$ cat src/hdl/floppy_control_map.svh
// Register offsets, field positions, reset values and timing counts
`ifndef FLOPPY_CONTROL_MAP_SVH
`define FLOPPY_CONTROL_MAP_SVH

`define REG_COMMAND     8'h00
`define REG_CONFIG      8'h04
`define REG_RESULT      8'h08
`define REG_ID_FIELD    8'h0c
`define REG_DRIVE       8'h10
`define REG_STATE       8'h14

`define CMD_OP_LSB      0
`define CMD_UNIT_LSB    4
`define CMD_TARGET_LSB  8
`define CFG_STEP_LSB    0
`define CFG_NODMA_BIT   4
`define RES_PCN_LSB     8
`define RES_MA_BIT      16
`define STATE_BUSY_BIT  0
`define STATE_SEEK_LSB  4

`define CFG_STEP_RESET  4'h0
`define IC_NORMAL       2'b00
`define IC_ABNORMAL     2'b01
`define IC_INVALID      2'b10

`define CLK_MHZ         100
`define STEP_UNIT_US    1000
`define STEP_PULSE_US   1
`define STEP_SLOTS      16
`define RECAL_MAX_STEPS 79

`endif

$ cat src/hdl/floppy_control_pkg.sv
// Types shared by the control command block
package floppy_control_pkg;

	typedef enum logic [3:0] {
		CMD_READ_ID     = 4'h1,
		CMD_RECALIBRATE = 4'h2,
		CMD_SEEK        = 4'h3,
		CMD_SENSE_INT   = 4'h4,
		CMD_SENSE_DRIVE = 4'h5
	} command_e;

	typedef enum logic [3:0] {
		MOVE_IDLE  = 4'b0001,
		MOVE_CHECK = 4'b0010,
		MOVE_STEP  = 4'b0100,
		MOVE_GAP   = 4'b1000
	} move_state_e;

	typedef enum logic [1:0] {
		SCAN_IDLE   = 2'b01,
		SCAN_SEARCH = 2'b10
	} scan_state_e;

	typedef struct packed {
		logic [1:0] interrupt_cause_code;
		logic       seek_end_flag;
		logic       equipment_check_flag;
		logic       not_ready;
		logic       head;
		logic [1:0] unit;
	} status_zero_s;

	typedef struct packed {
		logic [7:0] cylinder;
		logic [7:0] head;
		logic [7:0] sector;
		logic [7:0] size;
	} id_field_s;

endpackage

$ cat src/hdl/floppy_control.sv
// Floppy positioning, head read and interrupt status command block
`timescale 1ns/1ps
`include "floppy_control_map.svh"

module floppy_control #(
	parameter int UNITS            = 4,
	parameter int STEP_UNIT_CYCLES = `STEP_UNIT_US * `CLK_MHZ
) (
	input  wire logic                          clock,
	input  wire logic                          rst,
	input  wire logic                          psel,
	input  wire logic                          penable,
	input  wire logic                          pwrite,
	input  wire logic [7:0]                    paddr,
	input  wire logic [31:0]                   pwdata,
	output logic      [31:0]                   prdata,
	output logic                               pready,
	output logic                               pslverr,
	input  wire logic [UNITS-1:0]              track_zero_sense,
	input  wire logic                          index_pulse_in,
	input  wire logic                          write_protect_in,
	input  wire logic                          low_power_state,
	input  wire logic                          id_valid,
	input  wire floppy_control_pkg::id_field_s id_field,
	input  wire logic                          result_phase_entered,
	input  wire logic                          data_byte_needed,
	output logic      [UNITS-1:0]              step_out,
	output logic      [UNITS-1:0]              direction_out,
	output logic                               floppy_irq_out,
	output logic                               transfer_request_out,
	output logic                               request_for_master
);

	localparam int PULSE = `STEP_PULSE_US * `CLK_MHZ;
	localparam int TW    = $clog2(STEP_UNIT_CYCLES * `STEP_SLOTS + 1);
	localparam int NPIN  = UNITS + 3;

	generate
		if (UNITS < 1 || UNITS > 4 || STEP_UNIT_CYCLES <= PULSE) begin : g_bad
			$error("floppy_control: unsupported parameters");
		end
	endgenerate

	////////////////////////////////////////////////////////////////////////
	// Pin synchronisers: a level counts once stages two and three agree

	logic [NPIN-1:0] pins;
	logic [NPIN-1:0] pin_s1;
	logic [NPIN-1:0] pin_s2;
	logic [NPIN-1:0] pin_s3;
	logic [NPIN-1:0] pin_f;

	assign pins = {low_power_state, write_protect_in, index_pulse_in,
		track_zero_sense};

	genvar p;
	generate
		for (p = 0; p < NPIN; p++) begin : g_sync
			// Three stages; stage one feeds stage two only
			always_ff @(posedge clock or posedge rst) begin
				if (rst) begin
					pin_s1[p] <= 1'b0;
					pin_s2[p] <= 1'b0;
					pin_s3[p] <= 1'b0;
					pin_f[p]  <= 1'b0;
				end else begin
					pin_s1[p] <= pins[p];
					pin_s2[p] <= pin_s1[p];
					pin_s3[p] <= pin_s2[p];
					if (pin_s2[p] == pin_s3[p]) begin
						pin_f[p] <= pin_s3[p];
					end
				end
			end
		end
	endgenerate

	logic [UNITS-1:0] tz;
	logic             index_f;
	logic             wp_f;
	logic             lp_f;
	logic             index_prev;
	logic             lp_prev;
	logic             index_rise;
	logic             lp_exit;

	assign tz         = pin_f[UNITS-1:0];
	assign index_f    = pin_f[UNITS];
	assign wp_f       = pin_f[UNITS+1];
	assign lp_f       = pin_f[UNITS+2];
	assign index_rise = index_f & ~index_prev;
	assign lp_exit    = lp_prev & ~lp_f;

	// Edge history for index and low-power exit
	always_ff @(posedge clock or posedge rst) begin
		if (rst) begin
			index_prev <= 1'b0;
			lp_prev    <= 1'b0;
		end else begin
			index_prev <= index_f;
			lp_prev    <= lp_f;
		end
	end

	////////////////////////////////////////////////////////////////////////
	// APB slave: one wait state so read data comes from a flop

	logic        access;
	logic        cmd_go;
	logic        cfg_go;
	logic [3:0]  cmd_op;
	logic [1:0]  cmd_unit;
	logic [7:0]  cmd_target;
	logic        mapped;
	logic        next_pready;
	logic        next_pslverr;
	logic [31:0] next_prdata;

	assign access     = psel & penable & pready;
	assign cmd_go     = access & pwrite & (paddr == `REG_COMMAND);
	assign cfg_go     = access & pwrite & (paddr == `REG_CONFIG);
	assign cmd_op     = pwdata[`CMD_OP_LSB +: 4];
	assign cmd_unit   = pwdata[`CMD_UNIT_LSB +: 2];
	assign cmd_target = pwdata[`CMD_TARGET_LSB +: 8];

	////////////////////////////////////////////////////////////////////////
	// Per-drive positioning engines; each drive steps on its own

	logic [3:0]       step_interval_setting;
	logic             dma_disable_bit;
	logic [TW-1:0]    interval;
	logic [UNITS-1:0] pend;
	logic [UNITS-1:0] moving;
	logic [UNITS-1:0] ec_v;
	logic [UNITS-1:0] abn_v;
	logic [UNITS-1:0] sense_clr;
	logic [7:0]       pcn_v [UNITS];

	// Spacing slots shrink as the setting grows, as in the timing table
	assign interval = TW'((5'd16 - {1'b0, step_interval_setting})
		* STEP_UNIT_CYCLES);

	genvar g;
	generate
		for (g = 0; g < UNITS; g++) begin : g_drive
			floppy_control_pkg::move_state_e state;
			floppy_control_pkg::move_state_e next_state;
			logic [7:0]    present_cylinder;
			logic [7:0]    next_present_cylinder;
			logic [7:0]    target_cylinder;
			logic [7:0]    next_target_cylinder;
			logic          recal;
			logic          next_recal;
			logic [6:0]    steps;
			logic [6:0]    next_steps;
			logic [TW-1:0] timer;
			logic [TW-1:0] next_timer;
			logic          pending;
			logic          next_pending;
			logic          ec;
			logic          next_ec;
			logic          abn;
			logic          next_abn;
			logic          step;
			logic          next_step;
			logic          dir;
			logic          next_dir;
			logic          start;

			// Busy drive refuses a new start until its status is sensed
			assign start = cmd_go && cmd_unit == g && !pending
				&& state == floppy_control_pkg::MOVE_IDLE;

			// Next-state logic for one drive's stepper
			always_comb begin
				next_state            = state;
				next_present_cylinder = present_cylinder;
				next_target_cylinder  = target_cylinder;
				next_recal            = recal;
				next_steps            = steps;
				next_timer            = timer;
				next_pending          = pending & ~sense_clr[g];
				next_ec               = ec;
				next_abn              = abn;
				next_step             = step;
				next_dir              = dir;
				unique case (state)
					floppy_control_pkg::MOVE_IDLE: begin
						if (start && cmd_op == floppy_control_pkg::CMD_RECALIBRATE) begin
							next_present_cylinder = 8'h00;
							next_recal            = 1'b1;
							next_steps            = 7'h00;
							next_state            = floppy_control_pkg::MOVE_CHECK;
						end else if (start && cmd_op == floppy_control_pkg::CMD_SEEK) begin
							next_target_cylinder = cmd_target;
							next_recal           = 1'b0;
							next_state           = floppy_control_pkg::MOVE_CHECK;
						end
					end
					floppy_control_pkg::MOVE_CHECK: begin
						if (recal ? tz[g]
							: present_cylinder == target_cylinder) begin
							next_pending = 1'b1;
							next_ec      = 1'b0;
							next_abn     = 1'b0;
							next_state   = floppy_control_pkg::MOVE_IDLE;
						end else if (recal && steps == 7'(`RECAL_MAX_STEPS)) begin
							next_pending = 1'b1;
							next_ec      = 1'b1;
							next_abn     = 1'b1;
							next_state   = floppy_control_pkg::MOVE_IDLE;
						end else begin
							next_step  = 1'b1;
							next_timer = TW'(PULSE);
							next_steps = steps + 7'h01;
							next_state = floppy_control_pkg::MOVE_STEP;
							if (recal) begin
								next_dir = 1'b0;
							end else if (present_cylinder < target_cylinder) begin
								next_dir              = 1'b1;
								next_present_cylinder = present_cylinder + 8'h01;
							end else begin
								next_dir              = 1'b0;
								next_present_cylinder = present_cylinder - 8'h01;
							end
						end
					end
					floppy_control_pkg::MOVE_STEP: begin
						next_timer = timer - TW'(1);
						if (timer == TW'(1)) begin
							next_step  = 1'b0;
							next_timer = interval - TW'(PULSE);
							next_state = floppy_control_pkg::MOVE_GAP;
						end
					end
					floppy_control_pkg::MOVE_GAP: begin
						next_timer = timer - TW'(1);
						if (timer <= TW'(1)) begin
							next_state = floppy_control_pkg::MOVE_CHECK;
						end
					end
				endcase
				if (lp_exit) begin
					next_present_cylinder = 8'h00;
					next_pending          = 1'b0;
					next_ec               = 1'b0;
					next_abn              = 1'b0;
					next_step             = 1'b0;
					next_state            = floppy_control_pkg::MOVE_IDLE;
				end
			end

			// Stepper registers
			always_ff @(posedge clock or posedge rst) begin
				if (rst) begin
					state            <= floppy_control_pkg::MOVE_IDLE;
					present_cylinder <= 8'h00;
					target_cylinder  <= 8'h00;
					recal            <= 1'b0;
					steps            <= 7'h00;
					timer            <= '0;
					pending          <= 1'b0;
					ec               <= 1'b0;
					abn              <= 1'b0;
					step             <= 1'b0;
					dir              <= 1'b0;
				end else begin
					state            <= next_state;
					present_cylinder <= next_present_cylinder;
					target_cylinder  <= next_target_cylinder;
					recal            <= next_recal;
					steps            <= next_steps;
					timer            <= next_timer;
					pending          <= next_pending;
					ec               <= next_ec;
					abn              <= next_abn;
					step             <= next_step;
					dir              <= next_dir;
				end
			end

			assign step_out[g]      = step;
			assign direction_out[g] = dir;
			assign pend[g]          = pending;
			assign moving[g]        = state != floppy_control_pkg::MOVE_IDLE;
			assign ec_v[g]          = ec;
			assign abn_v[g]         = abn;
			assign pcn_v[g]         = present_cylinder;
		end
	endgenerate

	////////////////////////////////////////////////////////////////////////
	// Command interpreter: head read, interrupt status, drive status

	// Lowest pending drive is reported first
	function automatic logic [1:0] first_pending(input logic [UNITS-1:0] v);
		logic [1:0] idx;
		idx = 2'h0;
		for (int i = UNITS - 1; i >= 0; i--) begin
			if (v[i]) begin
				idx = 2'(i);
			end
		end
		return idx;
	endfunction

	logic [1:0] sel;
	logic       sense_go;

	assign sel      = first_pending(pend);
	assign sense_go = cmd_go && cmd_op == floppy_control_pkg::CMD_SENSE_INT;

	generate
		for (g = 0; g < UNITS; g++) begin : g_clr
			assign sense_clr[g] = sense_go && sel == g;
		end
	endgenerate

	floppy_control_pkg::scan_state_e scan;
	floppy_control_pkg::scan_state_e next_scan;
	floppy_control_pkg::status_zero_s st0_report;
	floppy_control_pkg::status_zero_s next_st0_report;
	floppy_control_pkg::status_zero_s scan_st0;
	floppy_control_pkg::status_zero_s next_scan_st0;
	floppy_control_pkg::id_field_s    id_capture;
	floppy_control_pkg::id_field_s    next_id_capture;
	logic [7:0] pcn_report;
	logic [7:0] next_pcn_report;
	logic       missing_address_mark_flag;
	logic       next_missing_address_mark_flag;
	logic [7:0] drive_status_report;
	logic [7:0] next_drive_status_report;
	logic       index_seen;
	logic       next_index_seen;
	logic [1:0] scan_unit;
	logic [1:0] next_scan_unit;
	logic       result_pending;
	logic       next_result_pending;
	logic [3:0] next_step_interval_setting;
	logic       next_dma_disable_bit;
	logic       next_irq;

	// Command decode and result formation
	always_comb begin
		next_scan                      = scan;
		next_st0_report                = st0_report;
		next_scan_st0                  = scan_st0;
		next_id_capture                = id_capture;
		next_pcn_report                = pcn_report;
		next_missing_address_mark_flag = missing_address_mark_flag;
		next_drive_status_report       = drive_status_report;
		next_index_seen                = index_seen;
		next_scan_unit                 = scan_unit;
		next_result_pending            = result_pending;
		next_step_interval_setting     = step_interval_setting;
		next_dma_disable_bit           = dma_disable_bit;
		if (cfg_go) begin
			next_step_interval_setting = pwdata[`CFG_STEP_LSB +: 4];
			next_dma_disable_bit       = pwdata[`CFG_NODMA_BIT];
		end
		if (sense_go) begin
			if (|pend) begin
				next_st0_report = '{interrupt_cause_code: abn_v[sel]
					? `IC_ABNORMAL : `IC_NORMAL, seek_end_flag: 1'b1,
					equipment_check_flag: ec_v[sel], not_ready: 1'b0,
					head: 1'b0, unit: sel};
				next_pcn_report = pcn_v[sel];
			end else if (result_pending) begin
				next_st0_report     = scan_st0;
				next_result_pending = 1'b0;
			end else begin
				next_st0_report = '{interrupt_cause_code: `IC_INVALID,
					seek_end_flag: 1'b0, equipment_check_flag: 1'b0,
					not_ready: 1'b0, head: 1'b0, unit: 2'h0};
			end
		end
		// Drive status answers at once, no execution phase, no interrupt
		if (cmd_go && cmd_op == floppy_control_pkg::CMD_SENSE_DRIVE) begin
			next_drive_status_report = {1'b0, wp_f, 1'b1, tz[cmd_unit],
				1'b1, 1'b0, cmd_unit};
		end
		unique case (scan)
			floppy_control_pkg::SCAN_IDLE: begin
				if (cmd_go && cmd_op == floppy_control_pkg::CMD_READ_ID) begin
					next_scan                      = floppy_control_pkg::SCAN_SEARCH;
					next_scan_unit                 = cmd_unit;
					next_index_seen                = 1'b0;
					next_missing_address_mark_flag = 1'b0;
				end
			end
			floppy_control_pkg::SCAN_SEARCH: begin
				if (id_valid) begin
					next_id_capture     = id_field;
					next_scan_st0       = '{interrupt_cause_code: `IC_NORMAL,
						seek_end_flag: 1'b0, equipment_check_flag: 1'b0,
						not_ready: 1'b0, head: id_field.head[0],
						unit: scan_unit};
					next_result_pending = 1'b1;
					next_scan           = floppy_control_pkg::SCAN_IDLE;
				end else if (index_rise && index_seen) begin
					next_scan_st0 = '{interrupt_cause_code: `IC_ABNORMAL,
						seek_end_flag: 1'b0, equipment_check_flag: 1'b0,
						not_ready: 1'b0, head: 1'b0, unit: scan_unit};
					next_missing_address_mark_flag = 1'b1;
					next_result_pending            = 1'b1;
					next_scan = floppy_control_pkg::SCAN_IDLE;
				end else if (index_rise) begin
					next_index_seen = 1'b1;
				end
			end
		endcase
		// Result phases of the data commands are flagged from outside
		if (result_phase_entered) begin
			next_result_pending = 1'b1;
		end
		if (lp_exit) begin
			next_result_pending = 1'b0;
			next_st0_report     = '0;
			next_pcn_report     = 8'h00;
			next_missing_address_mark_flag = 1'b0;
		end
	end

	// Interrupt holds while any status waits; non-DMA requests add to it
	assign next_irq = |pend | result_pending
		| (dma_disable_bit & data_byte_needed);

	// Read data mux; sampled in the first access cycle
	always_comb begin
		next_prdata  = 32'h0000_0000;
		mapped       = 1'b1;
		unique case (paddr)
			`REG_COMMAND:  next_prdata = 32'h0000_0000;
			`REG_CONFIG:   next_prdata = {27'h0, dma_disable_bit,
				step_interval_setting};
			`REG_RESULT:   next_prdata = {15'h0, missing_address_mark_flag,
				pcn_report, st0_report};
			`REG_ID_FIELD: next_prdata = id_capture;
			`REG_DRIVE:    next_prdata = {24'h0, drive_status_report};
			`REG_STATE:    next_prdata = {24'h0, 4'(pend | moving),
				3'h0, scan == floppy_control_pkg::SCAN_SEARCH};
			default:       mapped = 1'b0;
		endcase
		next_pready  = psel & penable & ~pready;
		next_pslverr = psel & penable & ~pready & ~mapped;
	end

	// Interpreter, bus and pin registers
	always_ff @(posedge clock or posedge rst) begin
		if (rst) begin
			scan                      <= floppy_control_pkg::SCAN_IDLE;
			st0_report                <= '0;
			scan_st0                  <= '0;
			id_capture                <= '0;
			pcn_report                <= 8'h00;
			missing_address_mark_flag <= 1'b0;
			drive_status_report       <= 8'h00;
			index_seen                <= 1'b0;
			scan_unit                 <= 2'h0;
			result_pending            <= 1'b0;
			step_interval_setting     <= `CFG_STEP_RESET;
			dma_disable_bit           <= 1'b0;
			floppy_irq_out            <= 1'b0;
			request_for_master        <= 1'b0;
			transfer_request_out      <= 1'b0;
			prdata                    <= 32'h0000_0000;
			pready                    <= 1'b0;
			pslverr                   <= 1'b0;
		end else begin
			scan                      <= next_scan;
			st0_report                <= next_st0_report;
			scan_st0                  <= next_scan_st0;
			id_capture                <= next_id_capture;
			pcn_report                <= next_pcn_report;
			missing_address_mark_flag <= next_missing_address_mark_flag;
			drive_status_report       <= next_drive_status_report;
			index_seen                <= next_index_seen;
			scan_unit                 <= next_scan_unit;
			result_pending            <= next_result_pending;
			step_interval_setting     <= next_step_interval_setting;
			dma_disable_bit           <= next_dma_disable_bit;
			floppy_irq_out            <= next_irq;
			request_for_master        <= dma_disable_bit & data_byte_needed;
			transfer_request_out      <= ~dma_disable_bit & data_byte_needed;
			prdata                    <= next_prdata;
			pready                    <= next_pready;
			pslverr                   <= next_pslverr;
		end
	end

endmodule

$ cat config.mk
export PLATFORM = sky130hd
export DESIGN_NAME = floppy_control
export DESIGN_NICKNAME = d
export VERILOG_FILES = /design/src/hdl/floppy_control_pkg.sv /design/src/hdl/floppy_control.sv
export VERILOG_INCLUDE_DIRS = /design/src /design/src/hdl
export SDC_FILE = /design/constraint.sdc
export NUM_CORES = 1
export LEC_CHECK = 0
export BUFFER_PORTS_ARGS = -buffer_cell sky130_fd_sc_hd__buf_4
export CAP_MARGIN = 40
export CORE_ASPECT_RATIO = 0.5
export CORE_MARGIN = 4
export CORE_UTILIZATION = 61
export DETAILED_ROUTE_END_ITERATION = 7
export GPL_ROUTABILITY_DRIVEN = 0
export PLACE_DENSITY = 0.8
export SETUP_SLACK_MARGIN = 0.05
export SLEW_MARGIN = 20
export SYNTH_ARGS = -nofsm -noshare
export SYNTH_HDL_FRONTEND = slang
export SYNTH_SLANG_ARGS = --single-unit
$ cat constraint.sdc
create_clock -name clock -period 14.4 [get_ports clock]
set_input_delay 2.16 -clock clock [delete_from_list [all_inputs] [get_ports clock]]
set_output_delay 2.16 -clock clock [all_outputs]
set_load 0.03 [all_outputs]
Word level (Yosys, flattened, before mapping)
Cells that the tools add are included.
{"block": "totals", "output_inout_bits": 45, "inputBits": 87, "ff_bits": 353, "wordCells": 598}
{"block": "op_classes", "n_bitwise": 40, "n_mul": 1, "addsub": 18, "n_mux": 207, "magnitude_cmp": 11, "n_eq_ne": 105, "n_reduce_logical": 115}
{"cell": "$mux 8", "count": 35}
{"cell": "$mux 21", "count": 12}
{"cell": "$pmux 21 s3", "count": 4}
{"cell": "$pmux 32 s5", "count": 1}
{"cell": "$mux 1", "count": 86}
{"cell": "$eq 21x1->1 const B", "count": 4}
{"cell": "$le 21x1->1 const B", "count": 4}
{"cell": "$mux 7", "count": 12}
{"cell": "$sub 21x1->21 const B", "count": 4}
{"cell": "$mux 4", "count": 20}
{"cell": "$ne 3x3->1 const B", "count": 24}
{"cell": "$pmux 4 s4", "count": 4}
{"cell": "$pmux 8 s2", "count": 4}
{"cell": "$pmux 7 s2", "count": 4}
{"cell": "$reduce_and 3->1", "count": 17}
{"cell": "$reduce_bool 3->1", "count": 16}
{"cell": "$reduce_and 4->1", "count": 9}
{"cell": "$add 8x1->8 const B", "count": 4}
{"cell": "$eq 8x8->1", "count": 4}
{"cell": "$logic_and 1x1->1", "count": 32}
{"cell": "$lt 8x8->1", "count": 4}
{"cell": "$mul 32x12->16 const B", "count": 1}
{"cell": "$sub 8x1->8 const B", "count": 4}
{"cell": "$reduce_bool 2->1", "count": 15}
{"cell": "other kinds (39)", "count": 173}

Longest topological paths before layout
{"block": "depth", "word_depth": 12, "mapped_depth": 21}

Least setup slack after synthesis
OpenSTA, ideal clock, no wires.
{"block": "synth_path", "kind": "reg2reg", "start": "register step_interval_setting[0]", "end": "register g_drive[2].timer[20]", "n_path_buf": 1, "path_stages_with_launch": 20, "required_ps": 14268, "t_arrival_ps": 5057, "setup_time_ps": 132, "slack_ps": 9211, "path_cell_list": "dfrtp_1 > clkbuf_1 > inv_1 > ha_1 > xnor2_1 > ha_1 > ha_1 > ha_1 > inv_1 > fa_1 > inv_1 > ha_1 > a21o_1 > and3_1 > or3_4 > a2111oi_4 > a311oi_1 > or4_1 > nor3_2 > o21ai_1"}
{"block": "synth_via", "elab_chain_cells": 5}
{"element": "start: declaration", "line_no": "floppy_control.sv:129", "source": "logic [3:0] step_interval_setting;"}
{"element": "start signal: assignment", "line_no": "floppy_control.sv:461", "source": "step_interval_setting <= `CFG_STEP_RESET;"}
{"element": "start signal: assignment", "line_no": "floppy_control.sv:480", "source": "step_interval_setting <= next_step_interval_setting;"}
{"element": "$sub 5x4->6", "line_no": "floppy_control.sv:140", "source": "assign interval = TW'((5'd16 - {1'b0, step_interval_setting})"}
{"element": "$mul 32x12->16", "line_no": "floppy_control.sv:141", "source": "* STEP_UNIT_CYCLES);"}
{"element": "$sub 21x7->21", "line_no": "floppy_control.sv:232", "source": "next_timer = interval - TW'(PULSE);"}
{"element": "$mux 21", "line_no": "floppy_control.sv:230", "source": "if (timer == TW'(1)) begin"}
{"element": "$pmux 21 s3", "line_no": "floppy_control.sv:187", "source": "unique case (state)"}
{"element": "end signal: assignment", "line_no": "floppy_control.sv:273", "source": "timer <= next_timer;"}
{"element": "end: declaration", "line_no": "floppy_control.sv:156", "source": "logic [TW-1:0] timer;"}
Every way passes these cells.
A chain may end at the register's enable or synchronous reset.

Worst setup path in the final report
{"block": "layout_path", "start": "register step_interval_setting[0]", "end": "register g_drive[3].timer[20]"}
{"block": "layout_via", "elab_chain_cells": 5}
{"element": "$sub 5x4->6", "line_no": "floppy_control.sv:140"}
{"element": "$mul 32x12->16", "line_no": "floppy_control.sv:141"}
{"element": "$sub 21x7->21", "line_no": "floppy_control.sv:232"}
{"element": "$mux 21", "line_no": "floppy_control.sv:230"}
{"element": "$pmux 21 s3", "line_no": "floppy_control.sv:187"}
{"element": "end signal: assignment", "line_no": "floppy_control.sv:273"}
{"element": "end: declaration", "line_no": "floppy_control.sv:156"}
Every way passes these cells.

==> run metrics <==
status complete, no violations; crit path max fanout 13; TritonCTS Sinks roughly 350; delay-heaviest family, CP adder cells; Post-CTS Setup Bufs 0; cell depth of the worst flop-to-flop path 17; critical path class flip-flop to flip-flop; Max-slew headroom 0.397; Post-Syn Area 18700 sq um; maxcap violations 0; CP Cell Sequence inv_1 -> ha_1 -> ha_1 -> ha_1 -> ha_1 -> inv_1 -> fa_1 -> inv_1 -> ha_1 -> a21o_1 -> and3_1 -> or3_4 -> a2111oi_4 -> a311oi_1 -> or4_1 -> nor3_2 -> o21ai_1; P_leak 9.83 nW; Gate power share 0.398; global-route wire length before repair between 70000 and 80000 microns; antenna fix cells 0; Placed Cells roughly 2400; setup_tns 0 ns; sequential power share 0.381; Bufs and invs on worst path 3; most used cell, CP ha_1; Layout Skew 0.0211 ns; top routing layer in use met4; Sw Share 0.397; Synth Warn # 0; crit end category flip-flop; Worst path depth 17; wire length after detailed routing 46900 microns; Rows 44; most frequent cells after synthesis dfrtp_1, nand2_1, nor2_1, a21oi_1, o21ai_1; leading area contributor after synthesis dfrtp_1; cts repair resizes 0; share of layout cells above drive strength 1 0.124; final hold violation count 0; Vias 15173; slowest cell on the critical path dfrtp_1; wire length on met3 3140 microns; RSZ-0062 raised after global routing false; CTS clk-pin slew, worst paths roughly 0.070 ns; VDD IR-drop max 0.122 mV; 1st-iter DRT viols between 1500 and 2000; prevailing post-synth register cell dfrtp_1; WL per Instance roughly 19 microns; drt pass-1 iters 5; Skew-Pair Late Insertion Delay approximately 0.58 ns; DRC Markers 0; P&R area growth vs syn 12.7%; hold path cells 0; Initial Util 0.631; slowest stage delay, CP 0.81 ns; synth unique cells 78; most frequent cell after synthesis dfrtp_1; Internal 2.29 mW; clock buffer count from CTS 30; Async SR Flop Fraction 1.00; syn_nets 2133; Hold Crit Class flip-flop to flip-flop; CTS max path bufs 3; synth top area cells dfrtp_1, ha_1, nand2_1, a21oi_1, o21ai_1; Tmin final approximately 6.3 ns; Final Power 3.80 mW; Post-CTS Hold Buffers 0; FF+latch count, synth around 350; endpoints failing setup 0; number of port buffers 113; switching power of the nets around 1.5 mW; PwrDens 181 nW/um^2; vias in the first global route between 10000 and 15000; ANT nets after route 0; Post-synth EDFFs 0; Final Net Count about 2200; Finished Core Util 0.711; register area share after synthesis 0.466; final setup margin 8.12 ns; Vias per Instance between 6 and 7; WL met1 around 20000 microns; core area 29600 sq um; TritonCTS clock tree done; Die Width 255 microns; top-area cell type share of the netlist area 0.459; clock power share 0.221; die height 132 microns; GRT Overall Usage 0.276; initial antenna violation count 0; crit path DAT 6.70 ns; CP required 14.82 ns; cells after synthesis 1936; hpwl dp 33800 microns; post-route insts no fill 2452; worst slew pin tran between 0.8 and 0.9 ns; Final Cycle Share 0.436; largest net degree at the start of global routing 70; grt total ovfl 0; io pins 132; Peak Freq 0.159 GHz; dpl ws 8.22 ns; Slew Viols, Final 0; full die area 33600 sq um; CP startpoint kind flip-flop; H-Tree Depth 1; clk root buf clkbuf_16; syn avg cell area roughly 9.6 sq um; met2 WL post-DR 22000 microns
[path summary, 6_finish.rpt]
check	start	to	slack [ns]
max reg2reg	step_interval_setting[0]	g_drive[3].timer[20]	8.12
min reg2reg	pin_s1[5]	pin_s2[5]	0.35
min	pin_s1[5]	pin_s2[5]	0.35
max in group asynchronous	rst	scan[0]	11.11
max	step_interval_setting[0]	g_drive[3].timer[20]	8.12
min in group asynchronous	rst	g_drive[3].target_cylinder[4]	1.60
[placed cells by master, fill, tap and decap left out, drive strengths merged, types with 25 or more instances in the layout]
cell    synthesis  routed
nand2         179     179
xnor2          29      29
xor2           34      34
clkbuf         56      45
dfrtp         342     342
and2           30      30
a21oi         117     117
inv           102     102
nor4           28      28
nand3          36      36
buf            12     136
mux2           68      68
nor2          140     140
nor2b          25      25
a21o           28      28
nor3           83      83
o21ai         198     198
ha            103     103
[power by group through the flow]
stage          clock, mW  sequential (mW)  combinational, mW
6_report           0.841             1.45               1.51
5_1_grt            0.893             1.48               1.69
4_1_cts            0.849             1.44               1.48
3_5_place_dp           0             1.45               1.47
3_3_place_gp           0             1.44               1.41
2_1_floorplan          0             1.39               1.15
[through the flow]
stage                     area (sq um)  hold slack (ns)
after CTS                        21000            0.350
after global routing             21000            0.357
after global placement           19800            0.334
after floorplan                  18700            0.331
final                            21000            0.348
after detailed placement         20000            0.335
[registers in the layout, indices dropped and copies added, names as in the netlist, 4 cells and up]
name                      count
prdata                       32
st0_report                    7
g_drive.pending               4
g_drive.recal                 4
pin_f                         4
g_drive.steps                28
g_drive.state                16
g_drive.timer                84
scan_st0                      4
pin_s1                        7
g_drive.step                  4
step_interval_setting         4
pin_s2                        7
pin_s3                        7
drive_status_report           5
id_capture                   32
g_drive.abn                   4
g_drive.present_cylinder     32
g_drive.dir                   4
pcn_report                    8
g_drive.target_cylinder      32
[area by class of cell]
cell class              count  area [sq um]
fillers                  2197          8540
flip-flops and latches    347          8690
clock inverters            12           151
repair buffers            140          1130
well taps                 391           489
inverters                 103           394
multi-input cells        1418          9310
clock buffers              41           862
[logic make-up after synthesis]
group           count (synthesis)  synth area share
fa+ha+maj                     117            0.0804
compound gates                497             0.162
flops                         347             0.466
xor+xnor                       63            0.0296
mux                            78            0.0471
simple gates                  663             0.179
buf+inv                       171            0.0361
[routing by layer]
| layer | GRT usage | up-vias |
|---|---|---|
| li1 | - | 7188 |
| met1 | 0.388 | 7370 |
| met2 | 0.448 | 512 |
| met3 | 0.0425 | 103 |
| met4 | 0.0860 | 0 |
| met5 | 0 | - |
(Power assumes the default switching activity.)
